$ cat src/hw/tof_consts.svh
/*
 * Offsets, field positions, reset values and timing figures of the
 * tap, orientation and flat configuration bank.
 * Assumes it is included by bare name from design and bench files.
 */
`ifndef TOF_CONSTS_SVH
`define TOF_CONSTS_SVH

// Register byte addresses on the serial register port.
`define TOF_ADDR_FIRST 8'h2b
`define TOF_ADDR_KNOCK 8'h2b
`define TOF_ADDR_ORIENT_MODE 8'h2c
`define TOF_ADDR_ORIENT_ANGLE 8'h2d
`define TOF_ADDR_LEVEL_ANGLE 8'h2e
`define TOF_ADDR_LEVEL_HOLD 8'h2f
`define TOF_REG_COUNT 5

// Reset values, reserved bits cleared.
`define TOF_RST_KNOCK 8'h0a
`define TOF_RST_ORIENT_MODE 8'h18
`define TOF_RST_ORIENT_ANGLE 8'h48
`define TOF_RST_LEVEL_ANGLE 8'h08
`define TOF_RST_LEVEL_HOLD 8'h11

// Writable bits; reserved bits store nothing and read as zero.
`define TOF_MASK_KNOCK 8'hdf
`define TOF_MASK_ORIENT_MODE 8'h7f
`define TOF_MASK_ORIENT_ANGLE 8'h7f
`define TOF_MASK_LEVEL_ANGLE 8'h3f
`define TOF_MASK_LEVEL_HOLD 8'h37

// Field positions.
`define TOF_KNOCK_SAMP_MSB 7
`define TOF_KNOCK_SAMP_LSB 6
`define TOF_KNOCK_TH_MSB 4
`define TOF_ORIENT_HYST_MSB 6
`define TOF_ORIENT_HYST_LSB 4
`define TOF_ORIENT_BLOCK_MSB 3
`define TOF_ORIENT_BLOCK_LSB 2
`define TOF_ORIENT_MODE_MSB 1
`define TOF_UPDOWN_EN_BIT 6
`define TOF_THETA_MSB 5
`define TOF_LEVEL_HOLD_MSB 5
`define TOF_LEVEL_HOLD_LSB 4
`define TOF_LEVEL_HY_MSB 2
`define TOF_UPDOWN_BIT 2

// Scaling: one tap or hysteresis step of 62.5 mg is 125 half-mg.
`define TOF_STEP_HALF_MG 10'd125

// Timing.
`define TOF_CLK_PERIOD_NS 5
`define TOF_MS_NS 1000000
`define TOF_ORIENT_STABLE_MS 12'd100
`define TOF_HOLD_0_MS 12'd0
`define TOF_HOLD_1_MS 12'd512
`define TOF_HOLD_2_MS 12'd1024
`define TOF_HOLD_3_MS 12'd2048

`endif

$ cat src/hw/tof_pkg.sv
/*
 * Types shared by the configuration bank and its hold timer.
 * Assumes the constants header is compiled alongside.
 */
package tof_pkg;
	typedef logic [7:0] tof_byte_t;
	typedef logic [11:0] tof_ms_t;
	typedef enum logic [1:0] {
		TOF_TILTED = 2'b01,
		TOF_FLAT = 2'b10
	} tof_level_state_t;
endpackage

$ cat src/hw/tof_stable_timer.sv
/*
 * Stability timer: reports whether a value has held still for a number
 * of millisecond ticks.
 * Assumes a one-cycle millisecond enable from the same clock.
 */
`timescale 1ns/100ps
module tof_stable_timer #(
	parameter int WIDTH = 3
) (
	input wire logic i_clk,
	input wire logic i_sys_rst,
	input wire logic i_ms_tick,
	input wire logic [WIDTH-1:0] i_value,
	input wire tof_pkg::tof_ms_t i_hold_ms,
	output logic o_stable
);
	import tof_pkg::*;

	logic [WIDTH-1:0] last_reg;
	tof_ms_t count_reg;
	tof_ms_t count_next;
	logic changed;

	// The counter saturates so a value held for hours never wraps round.
	assign changed = (i_value != last_reg);
	assign count_next = changed ? 12'h000 :
		(i_ms_tick && count_reg != 12'hfff) ? count_reg + 12'h001 :
		count_reg;

	// A change drops the stable flag at once, whatever the old count.
	always_ff @(posedge i_clk) begin
		if (i_sys_rst) begin
			last_reg <= '0;
			count_reg <= 12'h000;
			o_stable <= 1'b0;
		end else begin
			last_reg <= i_value;
			count_reg <= count_next;
			o_stable <= !changed && (count_next >= i_hold_ms);
		end
	end
endmodule // tof_stable_timer

$ cat src/hw/tof_config_regs.sv
/*
 * Configuration bank for the tap, orientation and flat engines, with
 * the orientation and flat event qualification that it steers.
 * Assumes the serial interface logic and the motion engines run on
 * I_CLK and present single-cycle register strobes.
 */
// Functional notes
// - Tap sample count 2, 4, 8, 16.
// - Five-bit tap threshold, range-scaled step.
// - Orientation hysteresis step 62.5 mg fixed.
// - Block code 00 none, 01 theta or 1.5g.
// - Block code 10 adds slope over 0.2g.
// - Code 11: slope 0.4g, stable 100ms.
// - Threshold mode: symmetric, high or low asymmetric.
// - Up/down change raises interrupt only if enabled.
// - Six-bit orientation blocking angle.
// - Six-bit flat angle threshold.
// - Flat interrupt after hold 0/512/1024/2048 ms.
// - Flat change needs move beyond twice hysteresis.
// - Zero flat hysteresis disables hysteresis.
`timescale 1ns/100ps
`include "tof_consts.svh"
module tof_config_regs #(
	parameter int MS_CYCLES = `TOF_MS_NS / `TOF_CLK_PERIOD_NS
) (
	input wire logic I_CLK,
	input wire logic I_SYS_RST,
	input wire logic i_WR_EN,
	input wire logic i_RD_EN,
	input wire tof_pkg::tof_byte_t i_ADDR,
	input wire tof_pkg::tof_byte_t i_WDATA,
	input wire logic [1:0] i_G_RANGE,
	input wire logic [2:0] i_ORIENT,
	input wire logic i_THETA_BLOCKED,
	input wire logic i_SLOPE_OVER_LOW,
	input wire logic i_SLOPE_OVER_HIGH,
	input wire logic i_ACC_OVER_LIMIT,
	input wire logic [5:0] i_TILT,
	output tof_pkg::tof_byte_t o_RDATA,
	output logic o_RDATA_VALID,
	output logic [4:0] o_TAP_SAMPLES,
	output logic [15:0] o_KNOCK_THRESHOLD_HALF_MG,
	output logic [9:0] o_ORIENT_HYST_HALF_MG,
	output logic o_ORIENT_SYMMETRIC,
	output logic o_ORIENT_HIGH_ASYM,
	output logic o_ORIENT_LOW_ASYM,
	output logic [5:0] o_ORIENT_THETA,
	output logic [5:0] o_LEVEL_THETA,
	output logic o_ORIENT_BLOCKED,
	output logic o_ORIENT_IRQ,
	output logic o_LEVEL_FLAT,
	output logic o_LEVEL_IRQ
);
	import tof_pkg::*;

	localparam int TICK_W = $clog2(MS_CYCLES + 1);

	// Register index of an address, out of range when unmapped.
	function automatic logic [2:0] reg_index(input tof_byte_t addr);
		tof_byte_t off;
		off = addr - `TOF_ADDR_FIRST;
		reg_index = (addr >= `TOF_ADDR_FIRST &&
			off < 8'(`TOF_REG_COUNT)) ? off[2:0] : 3'h7;
	endfunction

	// Reset value of each register, reserved bits zero.
	function automatic tof_byte_t reg_reset(input int idx);
		case (idx)
			0: reg_reset = `TOF_RST_KNOCK;
			1: reg_reset = `TOF_RST_ORIENT_MODE;
			2: reg_reset = `TOF_RST_ORIENT_ANGLE;
			3: reg_reset = `TOF_RST_LEVEL_ANGLE;
			default: reg_reset = `TOF_RST_LEVEL_HOLD;
		endcase
	endfunction

	// Writable bits of each register.
	function automatic tof_byte_t reg_mask(input int idx);
		case (idx)
			0: reg_mask = `TOF_MASK_KNOCK;
			1: reg_mask = `TOF_MASK_ORIENT_MODE;
			2: reg_mask = `TOF_MASK_ORIENT_ANGLE;
			3: reg_mask = `TOF_MASK_LEVEL_ANGLE;
			default: reg_mask = `TOF_MASK_LEVEL_HOLD;
		endcase
	endfunction

	tof_byte_t cfg_reg [`TOF_REG_COUNT];
	logic [2:0] wr_index;
	logic [2:0] rd_index;
	tof_byte_t rd_word;

	assign wr_index = reg_index(i_ADDR);
	assign rd_index = rd_index_sel(i_ADDR);

	// Alias kept separate so the read path reads as its own decode.
	function automatic logic [2:0] rd_index_sel(input tof_byte_t addr);
		rd_index_sel = reg_index(addr);
	endfunction

	// One storage register per address; writes to unmapped addresses and
	// to reserved bits are dropped without any answer.
	genvar gi;
	generate
		for (gi = 0; gi < `TOF_REG_COUNT; gi++) begin : g_cfg
			always_ff @(posedge I_CLK) begin
				if (I_SYS_RST) begin
					cfg_reg[gi] <= reg_reset(gi);
				end else if (i_WR_EN && wr_index == 3'(gi)) begin
					cfg_reg[gi] <= i_WDATA & reg_mask(gi);
				end
			end
		end
	endgenerate

	// Unmapped reads return zero.
	assign rd_word = (rd_index < 3'(`TOF_REG_COUNT)) ?
		cfg_reg[rd_index] : 8'h00;

	always_ff @(posedge I_CLK) begin
		if (I_SYS_RST) begin
			o_RDATA <= 8'h00;
			o_RDATA_VALID <= 1'b0;
		end else begin
			o_RDATA_VALID <= i_RD_EN;
			if (i_RD_EN) begin
				o_RDATA <= rd_word;
			end
		end
	end

	// Field extraction.
	logic [1:0] knock_samp;
	logic [4:0] knock_threshold;
	logic [2:0] orient_hyst;
	logic [1:0] orient_block;
	logic [1:0] orient_mode;
	logic updown_change_irq_enable;
	logic [5:0] orient_theta;
	logic [5:0] level_theta;
	logic [1:0] level_hold;
	logic [2:0] level_hysteresis;

	assign knock_samp = cfg_reg[0][`TOF_KNOCK_SAMP_MSB:`TOF_KNOCK_SAMP_LSB];
	assign knock_threshold = cfg_reg[0][`TOF_KNOCK_TH_MSB:0];
	assign orient_hyst =
		cfg_reg[1][`TOF_ORIENT_HYST_MSB:`TOF_ORIENT_HYST_LSB];
	assign orient_block =
		cfg_reg[1][`TOF_ORIENT_BLOCK_MSB:`TOF_ORIENT_BLOCK_LSB];
	assign orient_mode = cfg_reg[1][`TOF_ORIENT_MODE_MSB:0];
	assign updown_change_irq_enable = cfg_reg[2][`TOF_UPDOWN_EN_BIT];
	assign orient_theta = cfg_reg[2][`TOF_THETA_MSB:0];
	assign level_theta = cfg_reg[3][`TOF_THETA_MSB:0];
	assign level_hold =
		cfg_reg[4][`TOF_LEVEL_HOLD_MSB:`TOF_LEVEL_HOLD_LSB];
	assign level_hysteresis = cfg_reg[4][`TOF_LEVEL_HY_MSB:0];

	// Scaled settings in half-mg; the range input is applied live, so a
	// range change takes effect the next cycle without a register write.
	logic [4:0] tap_samples_next;
	logic [15:0] knock_half_mg_base;
	logic [15:0] knock_half_mg_next;
	logic [9:0] orient_hyst_next;

	assign tap_samples_next = 5'h02 << knock_samp;
	assign knock_half_mg_base = 16'(knock_threshold) *
		16'(`TOF_STEP_HALF_MG);
	assign knock_half_mg_next = knock_half_mg_base << i_G_RANGE;
	assign orient_hyst_next = 10'(orient_hyst) * `TOF_STEP_HALF_MG;

	// Millisecond enable shared by both stability timers.
	logic [TICK_W-1:0] tick_count_reg;
	logic ms_tick;

	assign ms_tick = (tick_count_reg == TICK_W'(MS_CYCLES - 1));

	always_ff @(posedge I_CLK) begin
		if (I_SYS_RST) begin
			tick_count_reg <= '0;
		end else begin
			tick_count_reg <= ms_tick ? '0 : tick_count_reg + 1'b1;
		end
	end

	// Orientation blocking; code 11 also waits for 100 ms of stillness.
	logic orient_stable;
	logic orient_blocked_next;

	tof_stable_timer #(
		.WIDTH(3)
	) u_orient_timer (
		.i_clk(I_CLK),
		.i_sys_rst(I_SYS_RST),
		.i_ms_tick(ms_tick),
		.i_value(i_ORIENT),
		.i_hold_ms(`TOF_ORIENT_STABLE_MS),
		.o_stable(orient_stable)
	);

	assign orient_blocked_next =
		(orient_block == 2'b00) ? 1'b0 :
		(orient_block == 2'b01) ?
			(i_THETA_BLOCKED || i_ACC_OVER_LIMIT) :
		(orient_block == 2'b10) ?
			(i_THETA_BLOCKED || i_SLOPE_OVER_LOW ||
			i_ACC_OVER_LIMIT) :
			(i_THETA_BLOCKED || i_SLOPE_OVER_HIGH ||
			i_ACC_OVER_LIMIT || !orient_stable);

	// A masked orientation change waits while blocked; a new change in
	// the cycle that fires the old one keeps the event pending. The raw
	// value is tracked and only the compare is masked, so toggling the
	// up/down enable can never fake a change by itself.
	logic [2:0] orient_watch;
	logic [2:0] orient_last_reg;
	logic orient_pending_reg;
	logic orient_change;
	logic orient_fire;

	assign orient_watch = updown_change_irq_enable ? 3'h7 :
		~(3'h1 << `TOF_UPDOWN_BIT);
	assign orient_change =
		(((i_ORIENT ^ orient_last_reg) & orient_watch) != 3'h0);
	assign orient_fire = orient_pending_reg && !orient_blocked_next;

	always_ff @(posedge I_CLK) begin
		if (I_SYS_RST) begin
			orient_last_reg <= 3'h0;
			orient_pending_reg <= 1'b0;
		end else begin
			orient_last_reg <= i_ORIENT;
			orient_pending_reg <= orient_change ||
				(orient_pending_reg && !orient_fire);
		end
	end

	// Flat state with hysteresis band of twice the setting; a zero setting
	// leaves a plain compare against the angle threshold.
	tof_level_state_t level_state_reg;
	tof_level_state_t level_state_next;
	logic [7:0] level_band;
	logic [7:0] tilt_wide;
	logic [7:0] theta_wide;

	assign level_band = 8'({level_hysteresis, 1'b0});
	assign tilt_wide = 8'(i_TILT);
	assign theta_wide = 8'(level_theta);

	always_comb begin
		level_state_next = level_state_reg;
		case (level_state_reg)
			TOF_TILTED: begin
				if (tilt_wide + level_band < theta_wide) begin
					level_state_next = TOF_FLAT;
				end
			end
			TOF_FLAT: begin
				if (tilt_wide > theta_wide + level_band) begin
					level_state_next = TOF_TILTED;
				end
			end
			default: level_state_next = TOF_TILTED;
		endcase
	end

	// Hold time decode, selected by the two-bit field.
	tof_ms_t level_hold_ms;
	logic level_stable;
	logic level_pending_reg;
	logic level_fire;

	assign level_hold_ms = (level_hold == 2'b00) ? `TOF_HOLD_0_MS :
		(level_hold == 2'b01) ? `TOF_HOLD_1_MS :
		(level_hold == 2'b10) ? `TOF_HOLD_2_MS : `TOF_HOLD_3_MS;

	tof_stable_timer #(
		.WIDTH(2)
	) u_level_timer (
		.i_clk(I_CLK),
		.i_sys_rst(I_SYS_RST),
		.i_ms_tick(ms_tick),
		.i_value(level_state_next),
		.i_hold_ms(level_hold_ms),
		.o_stable(level_stable)
	);

	assign level_fire = level_pending_reg && level_stable;

	always_ff @(posedge I_CLK) begin
		if (I_SYS_RST) begin
			level_state_reg <= TOF_TILTED;
			level_pending_reg <= 1'b0;
		end else begin
			level_state_reg <= level_state_next;
			level_pending_reg <= (level_state_next != level_state_reg) ||
				(level_pending_reg && !level_fire);
		end
	end

	// Registered outputs toward the motion engines.
	always_ff @(posedge I_CLK) begin
		if (I_SYS_RST) begin
			o_TAP_SAMPLES <= 5'h02;
			o_KNOCK_THRESHOLD_HALF_MG <= 16'h0000;
			o_ORIENT_HYST_HALF_MG <= 10'h000;
			o_ORIENT_SYMMETRIC <= 1'b1;
			o_ORIENT_HIGH_ASYM <= 1'b0;
			o_ORIENT_LOW_ASYM <= 1'b0;
			o_ORIENT_THETA <= 6'h00;
			o_LEVEL_THETA <= 6'h00;
			o_ORIENT_BLOCKED <= 1'b0;
			o_ORIENT_IRQ <= 1'b0;
			o_LEVEL_FLAT <= 1'b0;
			o_LEVEL_IRQ <= 1'b0;
		end else begin
			o_TAP_SAMPLES <= tap_samples_next;
			o_KNOCK_THRESHOLD_HALF_MG <= knock_half_mg_next;
			o_ORIENT_HYST_HALF_MG <= orient_hyst_next;
			o_ORIENT_SYMMETRIC <= (orient_mode[0] == orient_mode[1]);
			o_ORIENT_HIGH_ASYM <= (orient_mode == 2'b01);
			o_ORIENT_LOW_ASYM <= (orient_mode == 2'b10);
			o_ORIENT_THETA <= orient_theta;
			o_LEVEL_THETA <= level_theta;
			o_ORIENT_BLOCKED <= orient_blocked_next;
			o_ORIENT_IRQ <= orient_fire;
			o_LEVEL_FLAT <= (level_state_reg == TOF_FLAT);
			o_LEVEL_IRQ <= level_fire;
		end
	end
endmodule // tof_config_regs

$ cat config.mk
export PLATFORM = sky130hd
export DESIGN_NAME = tof_config_regs
export DESIGN_NICKNAME = d
export VERILOG_FILES = /design/src/hw/tof_pkg.sv /design/src/hw/tof_stable_timer.sv /design/src/hw/tof_config_regs.sv
export VERILOG_INCLUDE_DIRS = /design/src /design/src/hw
export SDC_FILE = /design/constraint.sdc
export NUM_CORES = 1
export LEC_CHECK = 0
export BUFFER_PORTS_ARGS = -buffer_cell sky130_fd_sc_hd__buf_2
export CORE_ASPECT_RATIO = 0.75
export CORE_MARGIN = 1.5
export CORE_UTILIZATION = 50
export CTS_CLUSTER_SIZE = 25
export DETAILED_ROUTE_END_ITERATION = 8
export PLACE_DENSITY = 0.7
export SLEW_MARGIN = 20
export SYNTH_ARGS = -nofsm -noshare
export SYNTH_HDL_FRONTEND = slang
export SYNTH_SLANG_ARGS = --single-unit
$ cat constraint.sdc
create_clock -name I_CLK -period 4.1 [get_ports I_CLK]
set_input_delay 0 -clock I_CLK [delete_from_list [all_inputs] [get_ports I_CLK]]
set_output_delay 0 -clock I_CLK [all_outputs]
set_load 0.02 [all_outputs]
==> flow_summary.json <==
{
  "min_from": "i_G_RANGE[0]",
  "grt_start_max_net_pins": 55,
  "holdWs_ns": 0.0531,
  "wire_per_inst_um": 15.4,
  "htree_num_levels": 4,
  "clk_latency_ns": 0.43,
  "pin_count": 94,
  "cp-end-kind": "flip-flop",
  "cts_buffers": 17,
  "drt_drc_violations_left": 0,
  "grt_pass1_wl_um": 28800,
  "drive_above_1_share_pct": 18.2,
  "critPathKind": "reg -> reg",
  "vdd_drop_max_mv": 0.273,
  "gp_congestion": 0.831,
  "r2r.worst_path.cells": 12,
  "overflow": 0,
  "yosys.area.top_type_share_pct": 27.9,
  "max_freq_mhz": 258,
  "hp-class": "in -> reg",
  "finClkSkew_ns": 0.00881,
  "slew_viol_final": 0,
  "cts_tree": "done",
  "die_area_um2": 16400,
  "drtAntennaViolNets": 0,
  "core_um2": 15300,
  "drt-pass1-iter-count": 5,
  "synth_warnings": 0,
  "routed_wl_um": 17500,
  "worst_slew_pin_slew_ns": 0.987,
  "critPathLaunch": "cfg_reg[0][4]$_SDFFCE_PN0P_",
  "min_period_over_period_pct": 94.5,
  "synthTopCellsByArea": "dfxtp_1, edfxtp_1, ha_1",
  "p_leak_nw": 3.90,
  "period_needed_ns": 3.87,
  "grt_usage_pct": 22.2,
  "ys_seq_elements": 141,
  "synthDistinctLibCells": 72,
  "syn2layout_area_growth_pct": 18.5,
  "viasPerCell": 5.48,
  "antennaDiodeCount": 0,
  "startpoint_type": "flip-flop",
  "cts.sink_count": 141,
  "synth-edff-count": 32,
  "synth_area_leader_cell": "dfxtp_1",
  "syn_area_per_cell_um2": 9.65,
  "cp_max_fo": 4,
  "syn_area_um2": 7830,
  "vias": 6226,
  "regToRegStartpoint": "cfg_reg[0][4]$_SDFFCE_PN0P_",
  "nets": 1026,
  "largest_reg_flops": 32,
  "cts_buffer_depth": 2,
  "cts-root-buf": "clkbuf_16",
  "initial_utilization_pct": 51.3,
  "async_flop_share_pct": 0,
  "hpwl_um": 12600,
  "r2r-end": "o_KNOCK_THRESHOLD_HALF_MG[10]$_SDFF_PP0_",
  "hold_viol": 0,
  "portBuffers": 91,
  "chipHeight_um": 111,
  "rows": 39,
  "postSynthCellCount": 812,
  "synth_commonest_cells": "dfxtp_1, nor2_1, ha_1",
  "finalPower_w": 0.00417,
  "grt_pass1_vias": 5720,
  "synth-seq-area-share_pct": 40.1,
  "required_ns": 4.45,
  "die_x_um": 148,
  "power_density_nw_per_um2": 449,
  "arrival_ns": 4.22,
  "antenna_found_initial": 0,
  "reg2reg_slack_ns": 0.23,
  "yosysMostFrequentCell": "dfxtp_1",
  "cap_violations": 0,
  "synth-main-ff-cell": "dfxtp_1",
  "finalSetupViolCount": 0,
  "drt_iter0_drc": 365,
  "crit_end": "o_KNOCK_THRESHOLD_HALF_MG[10]$_SDFF_PP0_",
  "slew_headroom_pct": 33.5,
  "cts.clk_slew.worst_paths_ns": 0.06,
  "outcome": "finished, final reports clean"
}
==> critical path, stage by stage (launching register included) <==
cell       delay (ns)
edfxtp_1         0.42
fa_2             0.63
inv_1            0.06
fa_1             0.51
inv_1            0.06
fa_1             0.45
ha_1             0.34
o21a_1           0.22
a2111oi_0        0.43
nor3_1           0.11
xor2_1           0.25
mux2i_1          0.14
o22ai_1          0.17
==> through the flow <==
stage                     util, %   TNS, ns  cells  instance area (µm²)  worst slack [ns]
after global routing         60.8  -0.00274   1136                 9290          -0.00274
after CTS                    60.3         0   1132                 9210            0.0967
after detailed placement     55.5         0   1087                 8470             0.218
after floorplan                 -         0    813                 7840             0.373
final                        60.8         0   1136                 9290             0.226
after global placement       55.4         0   1087                 8470             0.315
==> where the power goes <==
| part | total, W | internal (W) | switching [W] |
|---|---|---|---|
| registers | 0.00158 | 0.00152 | 0.0000557 |
| clock network | 0.00159 | 0.00100 | 0.000584 |
| logic | 0.00101 | 0.000411 | 0.000598 |
| total | 0.00417 | 0.00293 | 0.00124 |
==> repair_timing <==
| item | in CTS | in global routing |
|---|---|---|
| setup buffers | 0 | 4 |
| resized for setup | 0 | 9 |
| hold endpoints to repair | 47 | 0 |
| setup endpoints to repair | 0 | 6 |
| hold buffers | 13 | 0 |
==> how the worst min path moves through the flow <==
stage	endpoint	slack [ns]	depth (start not counted)
finish	o_KNOCK_THRESHOLD_HALF_MG[14]$_SDFF_PP0_	0.05	3
detailed placement	u_orient_timer.last_reg[0]$_SDFF_PP0_	0.26	2
global placement	u_orient_timer.last_reg[0]$_SDFF_PP0_	0.25	2
floorplan	u_orient_timer.last_reg[0]$_SDFF_PP0_	0.13	1
global route	o_KNOCK_THRESHOLD_HALF_MG[14]$_SDFF_PP0_	0.08	3
CTS	o_KNOCK_THRESHOLD_HALF_MG[14]$_SDFF_PP0_	0.02	3
==> cell type report <==
type,instances,area (µm²)
fillers,1262,5990
multi-input cells,596,4430
flip-flops and latches,141,3140
repair buffers,114,661
clock buffers,22,474
well taps,205,256
inverters,48,180
clock inverters,10,136
==> cells by family after synthesis <==
kind of cell    Yosys count  share of synthesized area (%)
compound gates          129                           11.0
xor+xnor                 59                           6.60
fa+ha+maj                73                           13.2
buf+inv                  76                           3.93
flops                   141                           40.1
mux                      16                           2.28
other cells               1                         0.0479
simple gates            317                           22.8
==> metal layers <==
metal | part of all wire [%] | wire (µm) | track usage (%) | up-vias
li1 | - | - | - | 3063
met4 | 1.1 | 189 | 6.87 | 0
met1 | 49 | 8630 | 31.6 | 2972
met3 | 5.9 | 1040 | 5.25 | 17
met2 | 44 | 7610 | 33.6 | 174
met5 | 0 | 0 | 0 | -
==> layout by cell type, fill, tap and decap left out, types with 5 or more instances in the layout <==
cell type      synthesis  final
ha_1                  57     57
xor2_1                28     28
dfxtp_1              109    109
and2_1                34     34
clkbuf_16              0     17
nand2b_1              18     18
edfxtp_1              32     32
inv_1                 46     46
o21ai_0               14     13
a211oi_1              18     17
mux2_2                 5      5
nor3_1                16     16
buf_4                  2     10
nand4_1               17     17
dlygate4sd3_1          0     13
a21oi_1               37     36
a21o_1                11     11
xnor2_1               31     30
mux2i_1               10     10
fa_1                  16     15
nor2b_1               26     26
buf_2                  6     91
nor2_1                85     85
nand2_1               45     45
or3_1                 10     10
nand3_1               17     17
and3_1                11     11
o22ai_1                8      8
nor3_2                 5      5
Note: power is estimated with default switching activity, not from simulation.
